**config.mk**
```make
export PLATFORM = sky130hd
export DESIGN_NAME = i2cp_port
export DESIGN_NICKNAME = d
export VERILOG_FILES = /design/src/hdl/i2cp_pkg.sv /design/src/hdl/i2cp_port.sv
export SDC_FILE = /design/constraint.sdc
export NUM_CORES = 1
export LEC_CHECK = 0
export BUFFER_PORTS_ARGS = -buffer_cell sky130_fd_sc_hd__buf_2
export CAP_MARGIN = 30
export CORE_MARGIN = 2
export CORE_UTILIZATION = 29
export CTS_BUF_LIST = sky130_fd_sc_hd__clkbuf_16
export DETAILED_ROUTE_END_ITERATION = 10
export RECOVER_POWER = 25
export SLEW_MARGIN = 20
export SYNTH_ARGS = -nofsm -noshare
export SYNTH_HDL_FRONTEND = slang
export SYNTH_SLANG_ARGS = --single-unit
```
**constraint.sdc**
```tcl
create_clock -name clock -period 3.6 [get_ports clock]
set_input_delay 0.18 -clock clock [delete_from_list [all_inputs] [get_ports clock]]
set_output_delay 0.18 -clock clock [all_outputs]
set_load 0.01 [all_outputs]
```
**src/hdl/i2cp_pkg.sv**
```systemverilog
package i2cp_pkg;

  // Timing
  localparam int CLK_PERIOD_NS = 8;
  localparam int STD_BIT_NS    = 10000;
  localparam int PHASES_PER_BIT = 4;
  localparam int BRG_W         = 10;
  // Phase length in cycles minus one, from the Standard-mode bit time
  localparam logic [BRG_W-1:0] BRG_DEF =
    BRG_W'(STD_BIT_NS / CLK_PERIOD_NS / PHASES_PER_BIT - 1);

  // Register byte addresses
  localparam int AW = 8;
  localparam logic [AW-1:0] A_CON  = 8'h00;
  localparam logic [AW-1:0] A_OWN  = 8'h04;
  localparam logic [AW-1:0] A_TX   = 8'h08;
  localparam logic [AW-1:0] A_RX   = 8'h0C;
  localparam logic [AW-1:0] A_STAT = 8'h10;
  localparam logic [AW-1:0] A_IFLG = 8'h14;
  localparam logic [AW-1:0] A_ICLR = 8'h18;
  localparam logic [AW-1:0] A_IEN  = 8'h1C;
  localparam logic [AW-1:0] A_BRG  = 8'h20;

  // Control register fields
  localparam int B_EN    = 15;
  localparam int B_SIDL  = 13;
  localparam int B_REL   = 12;
  localparam int B_IPMI  = 11;
  localparam int B_A10   = 10;
  localparam int B_SLW   = 9;
  localparam int B_SMB   = 8;
  localparam int B_GENERAL_CALL_ENABLE  = 7;
  localparam int B_STRETCH_ENABLE = 6;
  localparam int B_ACK_VALUE = 5;
  localparam int B_ACK_SEND_REQUEST = 4;
  localparam int B_RECEIVE_REQUEST  = 3;
  localparam int B_PEN   = 2;
  localparam int B_RESTART_REQUEST  = 1;
  localparam int B_SEN   = 0;
  localparam logic [15:0] CON_RST   = 16'h1000;
  localparam logic [15:0] CON_WMASK = 16'hBFFF;
  localparam logic [15:0] CON_REQS  = 16'h001F;

  // Interrupt events
  localparam int EV_N   = 3;
  localparam int EV_MST = 0;
  localparam int EV_SLV = 1;
  localparam int EV_BCL = 2;

  // Bus framing
  localparam logic [3:0] BITS_BYTE = 4'h8;
  localparam logic [3:0] BITS_ACK  = 4'h9;
  localparam logic [4:0] HDR10     = 5'h1E;
  localparam logic [7:0] GCALL     = 8'h00;

  typedef enum logic [5:0] {
    M_IDLE  = 6'h01,
    M_START = 6'h02,
    M_STOP  = 6'h04,
    M_TX    = 6'h08,
    M_RX    = 6'h10,
    M_ACK   = 6'h20
  } i2cp_mst_t;

  typedef enum logic [4:0] {
    S_IDLE  = 5'h01,
    S_ADDR  = 5'h02,
    S_ADDR2 = 5'h04,
    S_RX    = 5'h08,
    S_TX    = 5'h10
  } i2cp_slv_t;

endpackage

```
**src/hdl/i2cp_port.sv**
```systemverilog
// Local design decisions: the Wishbone slave port and the register offsets.
`timescale 1ns/10ps
// Contract
// [RULE1] Control and status reach software through registers sixteen bits wide.
// [RULE2] Each port uses one serial clock line and one bidirectional serial data line.
// [RULE3] As a slave the port recognises its own address in 7-bit or 10-bit form.
// [RULE4] As a master the port can address targets with 7-bit or 10-bit addresses.
// [RULE5] The port carries out master and slave functions of Standard and Fast mode.
// [RULE6] A slave may hold the clock low and resumes only when software releases it.
// [RULE7] In multi-master use a data line differing from the driven level loses arbitration.
// [RULE8] The address width select bit makes the own address 10-bit when set, 7-bit when clear.
// [RULE9] Ack, receive, stop, restart and start requests reset to 0 and clear when done.
// [RULE10] Clock release resets to 1, 0 holds the clock, and it clears as slave sending starts.
// [RULE11] The enable bit hands both pins to the port; when clear the port is inactive.
// [RULE12] With stretch enable software writes 0 or 1 to release, without it only 1.
module i2cp_port #(
  parameter logic [i2cp_pkg::BRG_W-1:0] BRG_INIT = i2cp_pkg::BRG_DEF
) (
  // Clock and reset
  input  wire logic                    clock,
  input  wire logic                    nrst,
  // Wishbone slave
  input  wire logic                    wb_cyc_i,
  input  wire logic                    wb_stb_i,
  input  wire logic                    wb_we_i,
  input  wire logic [i2cp_pkg::AW-1:0] wb_adr_i,
  input  wire logic [3:0]              wb_sel_i,
  input  wire logic [31:0]             wb_dat_i,
  output logic      [31:0]             wb_dat_o,
  output logic                         wb_ack_o,
  // Serial clock pin, open drain
  input  wire logic                    scl_i,
  output logic                         scl_o,
  output logic                         scl_oe_n,
  // Serial data pin, open drain
  input  wire logic                    sda_i,
  output logic                         sda_o,
  output logic                         sda_oe_n,
  // Pin ownership and interrupt
  output logic                         pins_owned,
  output logic                         irq
);
  import i2cp_pkg::*;

  typedef struct packed {
    logic [15:0]           con;
    logic [9:0]            own;
    logic [7:0]            tx;
    logic [7:0]            rx;
    logic [BRG_W-1:0]      brg;
    logic [EV_N-1:0]       iflg;
    logic [EV_N-1:0]       ien;
    logic                  ackstat;
    logic                  tbf;
    logic                  rbf;
    logic                  addressed;
    logic                  rw_flag;
    logic [1:0]            scl_s;
    logic [1:0]            sda_s;
    logic                  scl_p;
    logic                  sda_p;
    i2cp_mst_t             ms;
    logic [1:0]            ph;
    logic [BRG_W-1:0]      div;
    logic [3:0]            mcnt;
    logic [7:0]            msh;
    logic                  mbus;
    logic                  m_scl;
    logic                  m_sda;
    i2cp_slv_t             ss;
    logic [3:0]            scnt;
    logic [7:0]            ssh;
    logic                  m10;
    logic                  s_sda;
    logic                  ack;
    logic [31:0]           dat;
    logic                  irq;
    logic                  owned;
    logic                  pin_lo;
    logic                  scl_oe_n;
    logic                  sda_oe_n;
  } i2cp_st_t;

  localparam i2cp_st_t ST_RST = '{
    con: CON_RST, brg: BRG_INIT, ms: M_IDLE, ss: S_IDLE,
    m_scl: 1'b1, m_sda: 1'b1, s_sda: 1'b1,
    scl_s: 2'h3, sda_s: 2'h3, scl_p: 1'b1, sda_p: 1'b1,
    scl_oe_n: 1'b1, sda_oe_n: 1'b1, default: '0};

  i2cp_st_t        q;
  i2cp_st_t        d;
  logic            req;
  logic            scl;
  logic            sda;
  logic            tick;
  logic            last;
  logic            done;
  logic            bcl;
  logic            hit;
  logic            rise;
  logic            fall;
  logic            start_det;
  logic            stop_det;
  logic            slv_on;
  logic            slv_hold;
  logic [15:0]     wm;
  logic [15:0]     wv;
  logic [31:0]     rd;
  logic [EV_N-1:0] ev;

  ////////////////////////////////////////////////////////////////////////////
  always_comb begin
    d         = q;
    ev        = '0;
    done      = 1'b0;
    bcl       = 1'b0;
    hit       = 1'b0;
    last      = 1'b0;
    rd        = '0;
    wv        = q.con;
    // Pins are asynchronous to the clock; only the second stage is used
    d.scl_s   = {q.scl_s[0], scl_i};
    d.sda_s   = {q.sda_s[0], sda_i};
    d.scl_p   = q.scl_s[1];
    d.sda_p   = q.sda_s[1];
    scl       = q.scl_s[1];
    sda       = q.sda_s[1];
    rise      = scl & ~q.scl_p;
    fall      = ~scl & q.scl_p;
    start_det = q.scl_p & scl & q.sda_p & ~sda;
    stop_det  = q.scl_p & scl & ~q.sda_p & sda;
    wm        = {{8{wb_sel_i[1]}}, {8{wb_sel_i[0]}}};

    //////////////////////////////////////////////////////////////////////////
    // Register bus: one wait state, every address answers
    req   = wb_cyc_i & wb_stb_i & ~q.ack;
    d.ack = req;
    case (wb_adr_i)
      A_CON:   rd = {16'h0000, q.con};  // RULE1
      A_OWN:   rd = {22'h0, q.own};
      A_TX:    rd = {24'h000000, q.tx};
      A_RX:    rd = {24'h000000, q.rx};
      A_STAT:  rd = {24'h000000, q.mbus, q.ackstat, q.ms != M_IDLE, q.addressed,
                     q.rw_flag, q.rbf, q.tbf, q.ss != S_IDLE};
      A_IFLG:  rd = {{(32-EV_N){1'b0}}, q.iflg};
      A_IEN:   rd = {{(32-EV_N){1'b0}}, q.ien};
      A_BRG:   rd = {{(32-BRG_W){1'b0}}, q.brg};
      default: rd = '0;
    endcase
    if (req) begin
      d.dat = rd;
    end
    if (req && !wb_we_i && wb_adr_i == A_RX) begin
      d.rbf = 1'b0;
    end
    if (req && wb_we_i) begin
      case (wb_adr_i)
        A_CON: begin
          wv = (q.con & ~(wm & CON_WMASK)) | (wb_dat_i[15:0] & wm & CON_WMASK);
          if (!q.con[B_STRETCH_ENABLE] && !wv[B_REL]) begin
            wv[B_REL] = q.con[B_REL];  // RULE12
          end
          d.con = wv;
        end
        A_OWN:  d.own = (q.own & ~wm[9:0]) | (wb_dat_i[9:0] & wm[9:0]);
        A_TX: begin
          if (wb_sel_i[0]) begin
            d.tx  = wb_dat_i[7:0];
            d.tbf = 1'b1;
          end
        end
        A_ICLR: begin
          if (wb_sel_i[0]) begin
            d.iflg = q.iflg & ~wb_dat_i[EV_N-1:0];
          end
        end
        A_IEN: begin
          if (wb_sel_i[0]) begin
            d.ien = wb_dat_i[EV_N-1:0];
          end
        end
        A_BRG:  d.brg = (q.brg & ~wm[BRG_W-1:0]) | (wb_dat_i[BRG_W-1:0] & wm[BRG_W-1:0]);
        default: ;
      endcase
    end

    //////////////////////////////////////////////////////////////////////////
    // Master engine: four phases per bit, phase length set by brg
    // A released clock still read low is a stretching slave; wait for it
    tick = (q.div == '0) && !(q.m_scl && !scl);
    case (q.ms)
      M_IDLE: begin
        if (q.con[B_EN]) begin
          d.div  = q.brg;
          d.ph   = 2'h0;
          d.mcnt = '0;
          if (q.con[B_SEN] || q.con[B_RESTART_REQUEST]) begin
            d.ms    = M_START;
            d.m_sda = 1'b1;
          end else if (q.con[B_PEN]) begin
            d.ms    = M_STOP;
            d.m_sda = 1'b0;
          end else if (q.con[B_RECEIVE_REQUEST]) begin
            d.ms    = M_RX;
            d.m_sda = 1'b1;
          end else if (q.con[B_ACK_SEND_REQUEST]) begin
            d.ms    = M_ACK;
            d.m_sda = q.con[B_ACK_VALUE];
          end else if (q.tbf && q.mbus) begin
            // Address bytes of both widths are plain bytes to this engine
            d.ms    = M_TX;  // RULE4
            d.m_sda = q.tx[7];
            d.msh   = {q.tx[6:0], 1'b1};
          end
        end
      end
      default: begin
        if (q.div != '0) begin
          d.div = q.div - BRG_W'(1);
        end else if (tick) begin
          d.div = q.brg;
          d.ph  = q.ph + 2'h1;
          case (q.ms)
            M_START: begin
              case (q.ph)
                2'h0: d.m_scl = 1'b1;
                2'h1: begin
                  if (!sda) begin
                    bcl = 1'b1;  // RULE7
                  end else begin
                    d.m_sda = 1'b0;
                  end
                end
                2'h2: d.m_scl = 1'b0;
                default: begin
                  done   = 1'b1;
                  d.mbus = 1'b1;
                end
              endcase
            end
            M_STOP: begin
              case (q.ph)
                2'h0: d.m_scl = 1'b1;
                2'h1: d.m_sda = 1'b1;
                2'h2: ;
                default: begin
                  done   = 1'b1;
                  d.mbus = 1'b0;
                end
              endcase
            end
            default: begin
              case (q.ph)
                2'h0: begin
                  // Data moves a phase after the clock fell, so no slave sees a false start or stop
                  if (q.ms == M_TX && q.mcnt != '0) begin
                    d.m_sda = q.msh[7];
                    d.msh   = {q.msh[6:0], 1'b1};
                  end
                end
                2'h1: d.m_scl = 1'b1;
                2'h2: begin
                  if (q.ms == M_TX) begin
                    if (q.mcnt < BITS_BYTE) begin
                      if (q.m_sda && !sda) begin
                        bcl = 1'b1;  // RULE7
                      end
                    end else begin
                      d.ackstat = sda;
                    end
                  end else if (q.ms == M_RX) begin
                    d.msh = {q.msh[6:0], sda};
                  end
                end
                2'h3: begin
                  d.m_scl = 1'b0;
                  d.mcnt  = q.mcnt + 4'h1;
                  case (q.ms)
                    M_TX:    last = q.mcnt == BITS_BYTE;
                    M_RX:    last = q.mcnt == BITS_BYTE - 4'h1;
                    default: last = 1'b1;
                  endcase
                  if (last) begin
                    done = 1'b1;
                    if (q.ms == M_TX) begin
                      d.tbf = 1'b0;
                    end
                    if (q.ms == M_RX) begin
                      d.rx  = q.msh;
                      d.rbf = 1'b1;
                    end
                    // A sent ack level stays until the next operation moves it with the clock low
                  end
                end
                default: ;
              endcase
            end
          endcase
        end
      end
    endcase
    if (done) begin
      d.ms = M_IDLE;
      ev[EV_MST] = 1'b1;
      case (q.ms)  // RULE9
        M_START: begin
          d.con[B_SEN]  = 1'b0;
          d.con[B_RESTART_REQUEST] = 1'b0;
        end
        M_STOP:  d.con[B_PEN]   = 1'b0;
        M_RX:    d.con[B_RECEIVE_REQUEST]  = 1'b0;
        M_ACK:   d.con[B_ACK_SEND_REQUEST] = 1'b0;
        default: ;
      endcase
    end
    if (bcl) begin
      // Lost arbitration: let go of both lines and drop every request
      d.ms    = M_IDLE;  // RULE7
      d.m_scl = 1'b1;
      d.m_sda = 1'b1;
      d.mbus  = 1'b0;
      d.con   = d.con & ~CON_REQS;
      ev[EV_BCL] = 1'b1;
    end

    //////////////////////////////////////////////////////////////////////////
    // Slave engine, idle while this port owns the bus as master
    slv_on = q.con[B_EN] && !q.mbus && q.ms == M_IDLE;
    if (!slv_on) begin
      d.ss = S_IDLE;
    end else if (start_det) begin
      d.ss    = S_ADDR;
      d.scnt  = '0;
      d.s_sda = 1'b1;
    end else if (stop_det) begin
      d.ss        = S_IDLE;
      d.m10       = 1'b0;
      d.addressed = 1'b0;
      d.s_sda     = 1'b1;
    end else if (q.ss != S_IDLE) begin
      if (rise) begin
        d.scnt = q.scnt + 4'h1;
        if (q.scnt < BITS_BYTE) begin
          d.ssh = {q.ssh[6:0], sda};
        end else if (q.ss == S_TX && sda) begin
          d.ss        = S_IDLE;
          d.addressed = 1'b0;
        end
      end
      if (fall) begin
        if (q.scnt == BITS_BYTE) begin
          case (q.ss)
            S_ADDR: begin
              if (q.con[B_A10]) begin  // RULE8
                hit = q.ssh[7:3] == HDR10 && q.ssh[2:1] == q.own[9:8]
                      && (!q.ssh[0] || q.m10);
              end else begin
                hit = q.ssh[7:1] == q.own[6:0]
                      || (q.con[B_GENERAL_CALL_ENABLE] && q.ssh == GCALL);
              end
              hit = hit || q.con[B_IPMI];  // RULE3
              if (hit) begin
                d.s_sda     = 1'b0;
                d.addressed = 1'b1;
                d.rw_flag   = q.ssh[0];
                ev[EV_SLV]  = 1'b1;
                if (q.ssh[0]) begin
                  d.ss = S_TX;
                  d.con[B_REL] = 1'b0;  // RULE10
                end else if (q.con[B_A10] && !q.con[B_IPMI]) begin
                  d.ss = S_ADDR2;
                end else begin
                  d.ss = S_RX;
                end
              end else begin
                d.ss = S_IDLE;
              end
            end
            S_ADDR2: begin
              if (q.ssh == q.own[7:0]) begin  // RULE3
                d.s_sda    = 1'b0;
                d.m10      = 1'b1;
                d.ss       = S_RX;
                ev[EV_SLV] = 1'b1;
              end else begin
                d.ss = S_IDLE;
              end
            end
            S_RX: begin
              // An unread byte is kept and the new one refused with a nack
              if (!q.rbf) begin
                d.rx = q.ssh;
              end
              d.s_sda    = q.rbf;
              d.rbf      = 1'b1;
              ev[EV_SLV] = 1'b1;
              if (q.con[B_STRETCH_ENABLE]) begin
                d.con[B_REL] = 1'b0;  // RULE6
              end
            end
            default: d.s_sda = 1'b1;
          endcase
        end else if (q.scnt == BITS_ACK) begin
          d.scnt  = '0;
          d.s_sda = 1'b1;
          if (q.ss == S_TX) begin
            d.con[B_REL] = 1'b0;  // RULE10
            ev[EV_SLV]   = 1'b1;
          end
        end else if (q.ss == S_TX) begin
          d.s_sda = q.ssh[7];
        end
      end
      // While stretched before a byte, present the latest transmit data
      if (q.ss == S_TX && q.scnt == '0 && !q.con[B_REL]) begin
        d.ssh   = q.tx;
        d.s_sda = q.tx[7];
        d.tbf   = 1'b0;
      end
    end

    //////////////////////////////////////////////////////////////////////////
    if (!q.con[B_EN]) begin
      d.ms    = M_IDLE;  // RULE11
      d.ss    = S_IDLE;
      d.m_scl = 1'b1;
      d.m_sda = 1'b1;
      d.s_sda = 1'b1;
      d.mbus  = 1'b0;
    end
    // Hold only after the ack clock, so the master can finish the ack bit
    slv_hold   = d.ss != S_IDLE && !d.con[B_REL] && d.scnt == '0;  // RULE6
    d.scl_oe_n = !(d.con[B_EN] && (!d.m_scl || slv_hold));  // RULE2
    d.sda_oe_n = !(d.con[B_EN] && !(d.m_sda && d.s_sda));  // RULE2
    d.owned    = d.con[B_EN];  // RULE11
    d.iflg     = d.iflg | ev;
    d.irq      = |(d.iflg & d.ien);
  end

  ////////////////////////////////////////////////////////////////////////////
  always_ff @(posedge clock or negedge nrst) begin
    if (!nrst) begin
      q <= ST_RST;  // RULE9
    end else begin
      q <= d;
    end
  end

  assign wb_dat_o   = q.dat;
  assign wb_ack_o   = q.ack;
  assign scl_o      = q.pin_lo;
  assign sda_o      = q.pin_lo;
  assign scl_oe_n   = q.scl_oe_n;
  assign sda_oe_n   = q.sda_oe_n;
  assign pins_owned = q.owned;
  assign irq        = q.irq;

  // Standard and Fast speeds differ only in the phase length in brg
  // RULE5
endmodule // i2cp_port

```
==> results of run 1 <==
## critical path, delay by kind of cell, from the launching register on
| family | cells | cell delay [ps] |
|---|---|---|
| and+or+nand+nor | 5 | 1730 |
| buffers and inverters | 1 | 80 |
| DFF | 1 | 440 |
| adders and majority gates | 1 | 200 |
| AOI/OAI and AO/OA | 1 | 80 |
| muxes | 1 | 220 |
## path summary, 6_finish.rpt
path	start	endpoint	slack [ps]	cells after the start
min in group asynchronous	nrst	q[50]$_DFF_PN0_	740	2
min	wb_dat_i[15]	q[158]$_DFF_PN0_	70	3
max reg2reg	q[72]$_DFFE_PN0P_	q[121]$_DFF_PN0_	700	9
min reg2reg	d[95]$_DFF_PN1_	d[91]$_DFF_PN1_	360	0
max in group asynchronous	nrst	d[95]$_DFF_PN1_	1690	3
max	q[72]$_DFFE_PN0P_	q[121]$_DFF_PN0_	700	9
## metal layers
layer  vias up  track usage [%]  part of all wire [%]
met1      3088             22.0                    47
met5         -                0                     0
met4         0             4.99                   2.3
met2       193             25.5                    46
met3        39             2.58                   4.3
li1       2909                -                     -
## stage by stage
step | cells | utilization (%)
floorplan | 802 | -
global placement | 1135 | 31.5
detailed placement | 1135 | 31.5
CTS | 1175 | 34.0
global route | 1176 | 34.0
finish | 1176 | 34.0
## report_power, final
group | leakage (uW) | internal, uW | switching, uW
Clock | 0.000280 | 975 | 762
Sequential | 0.00184 | 1600 | 32.1
Combinational | 0.00193 | 97.6 | 166
## layout by cell type, fill, tap and decap left out, types with 17 or more instances in the layout
cell type | Yosys | routed
a31oi_1 | 22 | 22
buf_4 | 34 | 17
xor2_1 | 19 | 19
mux2_1 | 41 | 41
nand2_1 | 58 | 58
o21ai_1 | 17 | 17
a21oi_1 | 31 | 31
buf_2 | 12 | 48
conb_1 | 1 | 19
nand3_1 | 28 | 28
a22o_1 | 18 | 18
clkbuf_16 | 0 | 17
inv_1 | 19 | 19
dfrtp_1 | 119 | 119
dfstp_2 | 20 | 18
nor2_1 | 81 | 81
## layout make-up
type	instances	area share [%]
repair buffers	77	5.41
clock inverters	15	1.76
multi-input cells	572	43.0
flip-flops and latches	139	39.4
inverters	21	0.887
clock buffers	17	4.79
well taps	335	4.72
## cell families (layout without fill, tap and decap cells)
kind of cell,after synthesis,count (layout),synth area share (%)
AO/OA/AOI/OAI,173,173,15.7
XOR/XNOR,23,23,2.60
adder cells (fa/ha/maj),10,10,1.61
buffers and inverters,91,130,6.55
flip-flops,139,139,45.1
multiplexers,64,64,9.06
other,1,19,0.0483
AND/OR/NAND/NOR,283,283,19.3
==> results_dict.tcl, run 1 <==
set metrics [dict create \
    outcome "finished, violations left" \
    violations "max-capacitance violations, max-slew violations" \
    finalSetupViolCount 0 \
    drtIter0Drc 522 \
    synth_ff_type "dfrtp_1" \
    cts_hold_buf 8 \
    num_rows 59 \
    relSlewSlack_pct -16.2 \
    fp.dieArea_mm2 0.0281 \
    gr-usage-all-layers_pct 15.9 \
    grt_pass1_wl_um 35000 \
    start_util_pct 29.7 \
    p_leak_uw 0.00404 \
    place_worst_setup_slack_ps 750 \
    area_growth_pct 14.5 \
    cts_resized 0 \
    synth.most_common_cell "dfrtp_1" \
    clock_latency_ps 430 \
    worstPathRequired_ps 3880 \
    endpoint_kind "flop" \
    antenna_found_initial 0 \
    async_flop_share_pct 100 \
    cts_sinks 139 \
    route.detailed.drc 0 \
    numCtsBuffers 17 \
    finalClockSkew_ps 10.1 \
    die_y_um 168 \
    grt_max_degree 72 \
    synth-edff-count 0 \
    worst-setup-path-type "flop to flop" \
    cp-start-kind "flop" \
    p_per_area_mw_per_mm2 408 \
    io_pins 90 \
    arrival_ps 3180 \
    rsz0062_at_grt "false" \
    ys_seq_area_share_pct 45.1 \
    grt_pass1_vias 6021 \
    netlist_instances 784 \
    fmax_ghz 0.345 \
    syn-mean-instance-area_um2 9.90 \
    seqCellArea_mm2 0.00350 \
    tns_ps 0 \
    routed-via-count 6229 \
    period_minus_slack_ps 2900 \
    yosysWarnings 0 \
    port_buffers 51 \
    diodes 0 \
    vdd_drop_max_mv 0.339 \
    clockBufferDepth 2 \
    path_cells "inv_1, ha_1, or4b_4, nor4b_2, and3_1, and3_4, and3_4, mux2i_1, a21oi_1" \
    routed_wl_um 21800 \
    viasPerCell 5.30 \
    root_buffer "clkbuf_16" \
    whs_ps 73.9 \
    total_power_uw 3630 \
    multi_input_area_mm2 0.00382 \
    num-nets-final 889 \
    globalplace.congestion 0.881 \
    cp_max_fo 9 \
    synthTopCellsByArea "dfrtp_1 (38%), dfstp_2 (6.8%), mux2_1 (5.9%)" \
    drive_above_1_share_pct 17.2 \
    max-cap-violations 1 \
    drv_slew 69 \
    first_pass_iters 5 \
    detailed_place.area_mm2 0.00823 \
    clkTransAtPathRegs_ps 70 \
    post_cts_buffers 0 \
    synth_commonest_cells "dfrtp_1 (119), nor2_1 (81), nand2_1 (58)" \
    detail-route-antenna-nets 0 \
    synth_seq_cells 139 \
    synth_top_area_share_pct 38.4 \
    wl_per_cell_um 18.5 \
    fin_area_mm2 0.00889 \
    coreArea_mm2 0.0261 \
    cts_tree "done" \
    hold_class "primary input to flop" \
    cpMostUsedCell "and3_4" \
    grt_overflow 0 \
    cpMaxStageDelayCell "or4b_4" \
    ys_types 84 \
    crit_path_max_incr_delay_ps 520 \
    htree_levels 4 \
    finalCritPeriodShare_pct 80.5 \
    synth_top_area_cell "dfrtp_1" \
    setup_slack_ps 701 \
    die_w_um 168 \
    fill_cells 2682 \
    dp_hpwl_um 16000 \
    final_hold_viol_count 0 \
    max_slew.worst_pin.slew_ps 1740 \
    synth_area_mm2 0.00776 \
]
(Power assumes the default switching activity.)
==> run 2: changes to the inputs <==
- clock period: 3.6 -> 2.8 ns (I/O delays scaled with it)
==> run 2 against run 1 <==
Effect of this change: the run still ends with max-capacitance violations, max-slew violations left; cell count rose by 1.9%; via count grew 1.0%; largest power group unchanged; critical endpoint is now q[118]$_DFF_PN0_; sequential cell count is the same; largest cell class unchanged.
==> results_dict.tcl, run 2 (synthesis gave the netlist of run 1 again) <==
set metrics [dict create \
    fp.dieArea_mm2 0.0281 \
    first_pass_iters 5 \
    cp-start-kind "flop" \
    max_slew.worst_pin.slew_ps 1640 \
    cts_tree "done" \
    port_buffers 51 \
    grt_overflow 0 \
    relSlewSlack_pct -9.43 \
    dp_hpwl_um 16600 \
    finalClockSkew_ps 8.68 \
    globalplace.congestion 0.879 \
    grt.busiest_layer "met2" \
    whs_ps 35.2 \
    p_leak_uw 0.00416 \
    met2_usage_pct 25.6 \
    crit_path_max_incr_delay_ps 500 \
    period_minus_slack_ps 2650 \
    met1_usage_pct 22.2 \
    max-cap-violations 1 \
    gr-usage-all-layers_pct 15.9 \
    io_pins 90 \
    finalCritPeriodShare_pct 94.8 \
    grt_max_degree 67 \
    crit_family "simple AND/OR/NAND/NOR gates" \
    numCtsBuffers 17 \
    cpMostUsedCell "and3_4" \
    setup_slack_ps 146 \
    num-nets-final 911 \
    place_worst_setup_slack_ps 119 \
    drv_slew 67 \
    start_util_pct 29.7 \
    finalSetupViolCount 0 \
    wl_per_cell_um 18.4 \
    die_w_um 168 \
    die_y_um 168 \
    post_cts_buffers 0 \
    num_rows 59 \
    outcome "finished, violations left" \
    routed_wl_um 22000 \
    clkTransAtPathRegs_ps 70 \
    hold_class "primary input to flop" \
    clock_latency_ps 420 \
    grt_pass1_wl_um 34800 \
    route.detailed.drc 0 \
    worstPathRequired_ps 3100 \
    cp_max_fo 5 \
    root_buffer "clkbuf_16" \
    cpMaxStageDelayCell "or4b_4" \
    detail-route-antenna-nets 0 \
    worst-setup-path-type "flop to flop" \
    clockBufferDepth 2 \
    coreArea_mm2 0.0261 \
    detailed_place.area_mm2 0.00839 \
    tns_ps 0 \
    antenna_found_initial 0 \
    cts_sinks 139 \
    fill_cells 2623 \
    p_per_area_mw_per_mm2 519 \
    layout_commonest_cell "dfrtp_1" \
    diodes 0 \
    layout_common_cells "dfrtp_1 (119), nor2_1 (81), nand2_1 (58)" \
    viasPerCell 5.25 \
    htree_levels 4 \
    area_growth_pct 16.7 \
    routed-via-count 6291 \
    violations "max-capacitance violations, max-slew violations" \
    grt_pass1_vias 6014 \
    arrival_ps 2960 \
    drive_above_1_share_pct 19.6 \
    path_cells "inv_1, ha_1, or4b_4, nor4b_2, and3_1, and3_4, and3_4, mux2i_1, a21oi_1" \
    fin_area_mm2 0.00906 \
    critPathBufInv 1 \
    vdd_drop_max_mv 0.410 \
    final_hold_viol_count 0 \
    use_met3_pct 3.14 \
    endpoint_kind "flop" \
    fmax_ghz 0.377 \
    drtIter0Drc 497 \
]
-- run 2: changes by cell type in the layout (fill, tap and decap cells not counted), sizes merged --
cell | before | now
clkbuf | 20 | 22
inv | 27 | 24
bufinv | 1 | 2
and3 | 8 | 9
buf | 66 | 85
clkinv | 6 | 8
-- run 2: report_power, final --
group | leakage, uW | switching (uW) | internal (uW)
Clock | 0.000284 | 942 | 1330
Sequential | 0.00184 | 38.8 | 2050
Combinational | 0.00204 | 212 | 127
Total | 0.00416 | 1190 | 3510
-- run 2: worst reg2reg max path, delay by kind of cell (launching register included) --
| kind | cells | cell delay, ps |
|---|---|---|
| AO/OA/AOI/OAI | 1 | 80 |
| adder cells (fa/ha/maj) | 1 | 190 |
| buffers and inverters | 1 | 70 |
| flip-flops | 1 | 420 |
| multiplexers | 1 | 210 |
| AND/OR/NAND/NOR | 5 | 1560 |
-- run 2: routing by layer --
| metal | up-vias | routed length, um |
|---|---|---|
| met5 | - | 0 |
| met4 | 0 | 235 |
| met3 | 20 | 1050 |
| met2 | 176 | 10300 |
| met1 | 3128 | 10400 |
| li1 | 2967 | - |
-- run 2: metrics by stage --
stage / utilization [%] / total power (uW) / std cells
finish: 34.7 / 4700 / 1198
global route: 34.7 / 4880 / 1198
CTS: 34.7 / 4750 / 1197
detailed placement: 32.1 / 2470 / 1157
global placement: 32.1 / 2460 / 1157
floorplan: - / 2350 / 802
-- run 2: path summary, 6_finish.rpt --
kind,start,end,slack (ps),depth (start not counted)
max in group asynchronous,nrst,q[72]$_DFFE_PN0P_,520,3
worst min register to register,d[93]$_DFF_PN1_,d[90]$_DFF_PN1_,360,0
worst max-delay path,q[72]$_DFFE_PN0P_,q[118]$_DFF_PN0_,150,9
worst min-delay path,wb_dat_i[5],flop,40,2
worst max register to register,q[72]$_DFFE_PN0P_,q[118]$_DFF_PN0_,150,9
min in group asynchronous,nrst,async pin,670,2
-- run 2: cell type report --
class                      count  area (um^2)  area share (%)
multi-input combinational    573         3840            42.4
sequential                   139         3500            38.7
timing repair buffer          98          623            6.88
clock buffer                  17          425            4.70
tap                          335          419            4.63
clock inverter                15          165            1.82
inverter                      21         78.8           0.870
-- run 2: repair_timing --
action,in CTS,in global routing
hold buffers,8,0
resized for setup,0,3
endpoints found under the setup margin,0,15
hold endpoints to repair,74,0
==> run 3: changes to the inputs <==
- HOLD_SLACK_MARGIN: unset -> 0.05
==> run 3 against run 2 <==
Effect of this change: the run still ends with max-capacitance violations, max-slew violations left; sequential cell count unchanged; cell count grew 0.58%; combinational power is 2% higher; largest power group unchanged; largest cell class unchanged; first-iteration DRC count up 3.4%; critical path type unchanged.
==> results_dict.tcl, run 3 (synthesis gave the netlist of run 1 again) <==
set metrics [dict create \
    antenna_found_initial 0 \
    fmax_ghz 0.377 \
    cpMostUsedCell "and3_4" \
    grt_pass1_vias 6063 \
    die_w_um 168 \
    rrSetupSlack_ps 150 \
    root_buffer "clkbuf_16" \
    crit_path_max_incr_delay_ps 500 \
    tns_ps 0 \
    clock_latency_ps 420 \
    path_cells "inv_1, ha_1, or4b_4, nor4b_2, and3_1, and3_4, and3_4, mux2i_1, a21oi_1" \
    r2r-end "q[118]$_DFF_PN0_" \
    detail-route-antenna-nets 0 \
    vdd_drop_max_mv 0.411 \
    area_growth_pct 17.6 \
    num-nets-final 918 \
    diodes 0 \
    gr-usage-all-layers_pct 16.0 \
    clockBufferDepth 2 \
    worst-setup-path-type "flop to flop" \
    io_pins 90 \
    critPathBufInv 1 \
    grt_overflow 0 \
    r2r_cells 9 \
    outcome "finished, violations left" \
    arrival_ps 2950 \
    globalplace.congestion 0.879 \
    whs_path_depth 2 \
    cp-start-kind "flop" \
    port_buffers 51 \
    p_leak_uw 0.00419 \
    worstPathRequired_ps 3100 \
    layout_commonest_cell "dfrtp_1" \
    hold_class "primary input to flop" \
    coreArea_mm2 0.0261 \
    num_rows 59 \
    finalSetupViolCount 0 \
    rr_startpoint "q[72]$_DFFE_PN0P_" \
    route.detailed.drc 0 \
    drive_above_1_share_pct 19.4 \
    final_hold_viol_count 0 \
    drtIter0Drc 514 \
    grt_pass1_wl_um 35000 \
    finalCritPeriodShare_pct 94.7 \
    max_slew.worst_pin.slew_ps 1660 \
    routed-via-count 6337 \
    routed_wl_um 22100 \
    first_pass_iters 5 \
    fill_cells 2617 \
    cts_tree "done" \
    final_util_pct 34.9 \
    relSlewSlack_pct -10.9 \
    cts_sinks 139 \
    cpMaxStageDelayCell "or4b_4" \
    crit_family "simple AND/OR/NAND/NOR gates" \
    max-cap-violations 1 \
    finalClockSkew_ps 8.70 \
    period_minus_slack_ps 2650 \
    cp_max_fo 5 \
    start_util_pct 29.7 \
    endpoint_kind "flop" \
    p_per_area_mw_per_mm2 516 \
    drv_slew 67 \
    grt_max_degree 67 \
    die_y_um 168 \
    dp_hpwl_um 16600 \
    viasPerCell 5.26 \
    clkTransAtPathRegs_ps 60 \
    numCtsBuffers 17 \
    wl_per_cell_um 18.4 \
    htree_levels 4 \
    violations "max-capacitance violations, max-slew violations" \
    layout_common_cells "dfrtp_1 (119), nor2_1 (81), nand2_1 (58)" \
    min_from "wb_dat_i[7]" \
    fp.dieArea_mm2 0.0281 \
]
==> run 3: power breakdown <==
part | internal (uW) | total (uW) | switching, uW
Sequential | 2050 | 2090 | 38.4
Combinational | 133 | 346 | 213
Clock | 1330 | 2270 | 944
Total | 3510 | 4710 | 1200
==> run 3: per-layer routing <==
layer / GRT usage (%) / up-vias / wire [um]
met1: 22.2 / 3145 / 10400
met3: 3.14 / 18 / 1220
li1: - / 2979 / -
met4: 3.78 / 0 / 221
met2: 25.8 / 195 / 10300
met5: 0 / - / 0
==> run 3: cell type report <==
cell class / count / area [um^2] / area share, %
Tap cell: 335 / 419 / 4.59
Inverter: 21 / 78.8 / 0.864
Multi-Input combinational cell: 573 / 3840 / 42.1
Clock buffer: 17 / 425 / 4.66
Sequential cell: 139 / 3500 / 38.4
Timing Repair Buffer: 105 / 693 / 7.59
Clock inverter: 15 / 165 / 1.81
==> run 3: how the worst max path moves through the flow <==
| stage | cells past startpoint | slack [ps] | endpoint | startpoint |
|---|---|---|---|---|
| after floorplan | 11 | 270 | q[117]$_DFF_PN0_ | q[72]$_DFFE_PN0P_ |
| after global placement | 9 | 140 | q[85]$_DFFE_PN0P_ | q[72]$_DFFE_PN0P_ |
| after detailed placement | 9 | 120 | q[87]$_DFFE_PN0P_ | q[72]$_DFFE_PN0P_ |
| after CTS | 9 | 110 | q[85]$_DFFE_PN0P_ | q[72]$_DFFE_PN0P_ |
| after global routing | 9 | -0.9 | q[118]$_DFF_PN0_ | q[72]$_DFFE_PN0P_ |
| final | 9 | 150 | q[118]$_DFF_PN0_ | q[72]$_DFFE_PN0P_ |
==> run 3: stage by stage <==
step / cell area [um^2] / hold slack, ps / instances / total power [uW] / setup WS [ps]
2_1_floorplan: 7830 / -156 / 802 / 2350 / 272
3_3_place_gp: 8390 / 178 / 1157 / 2460 / 141
3_5_place_dp: 8390 / 184 / 1157 / 2470 / 119
4_1_cts: 9120 / 52.2 / 1203 / 4750 / 110
5_1_grt: 9130 / 53.4 / 1205 / 4890 / -0.874
6_report: 9130 / 46.3 / 1205 / 4710 / 149
==> run 3: timing repair <==
| item | 4_1_cts | 5_1_grt |
|---|---|---|
| hold buffers | 14 | 1 |
| setup buffers | 0 | 0 |
| resized for setup | 0 | 3 |
| hold endpoints to repair | 93 | 2 |
| setup endpoints to repair | 0 | 15 |
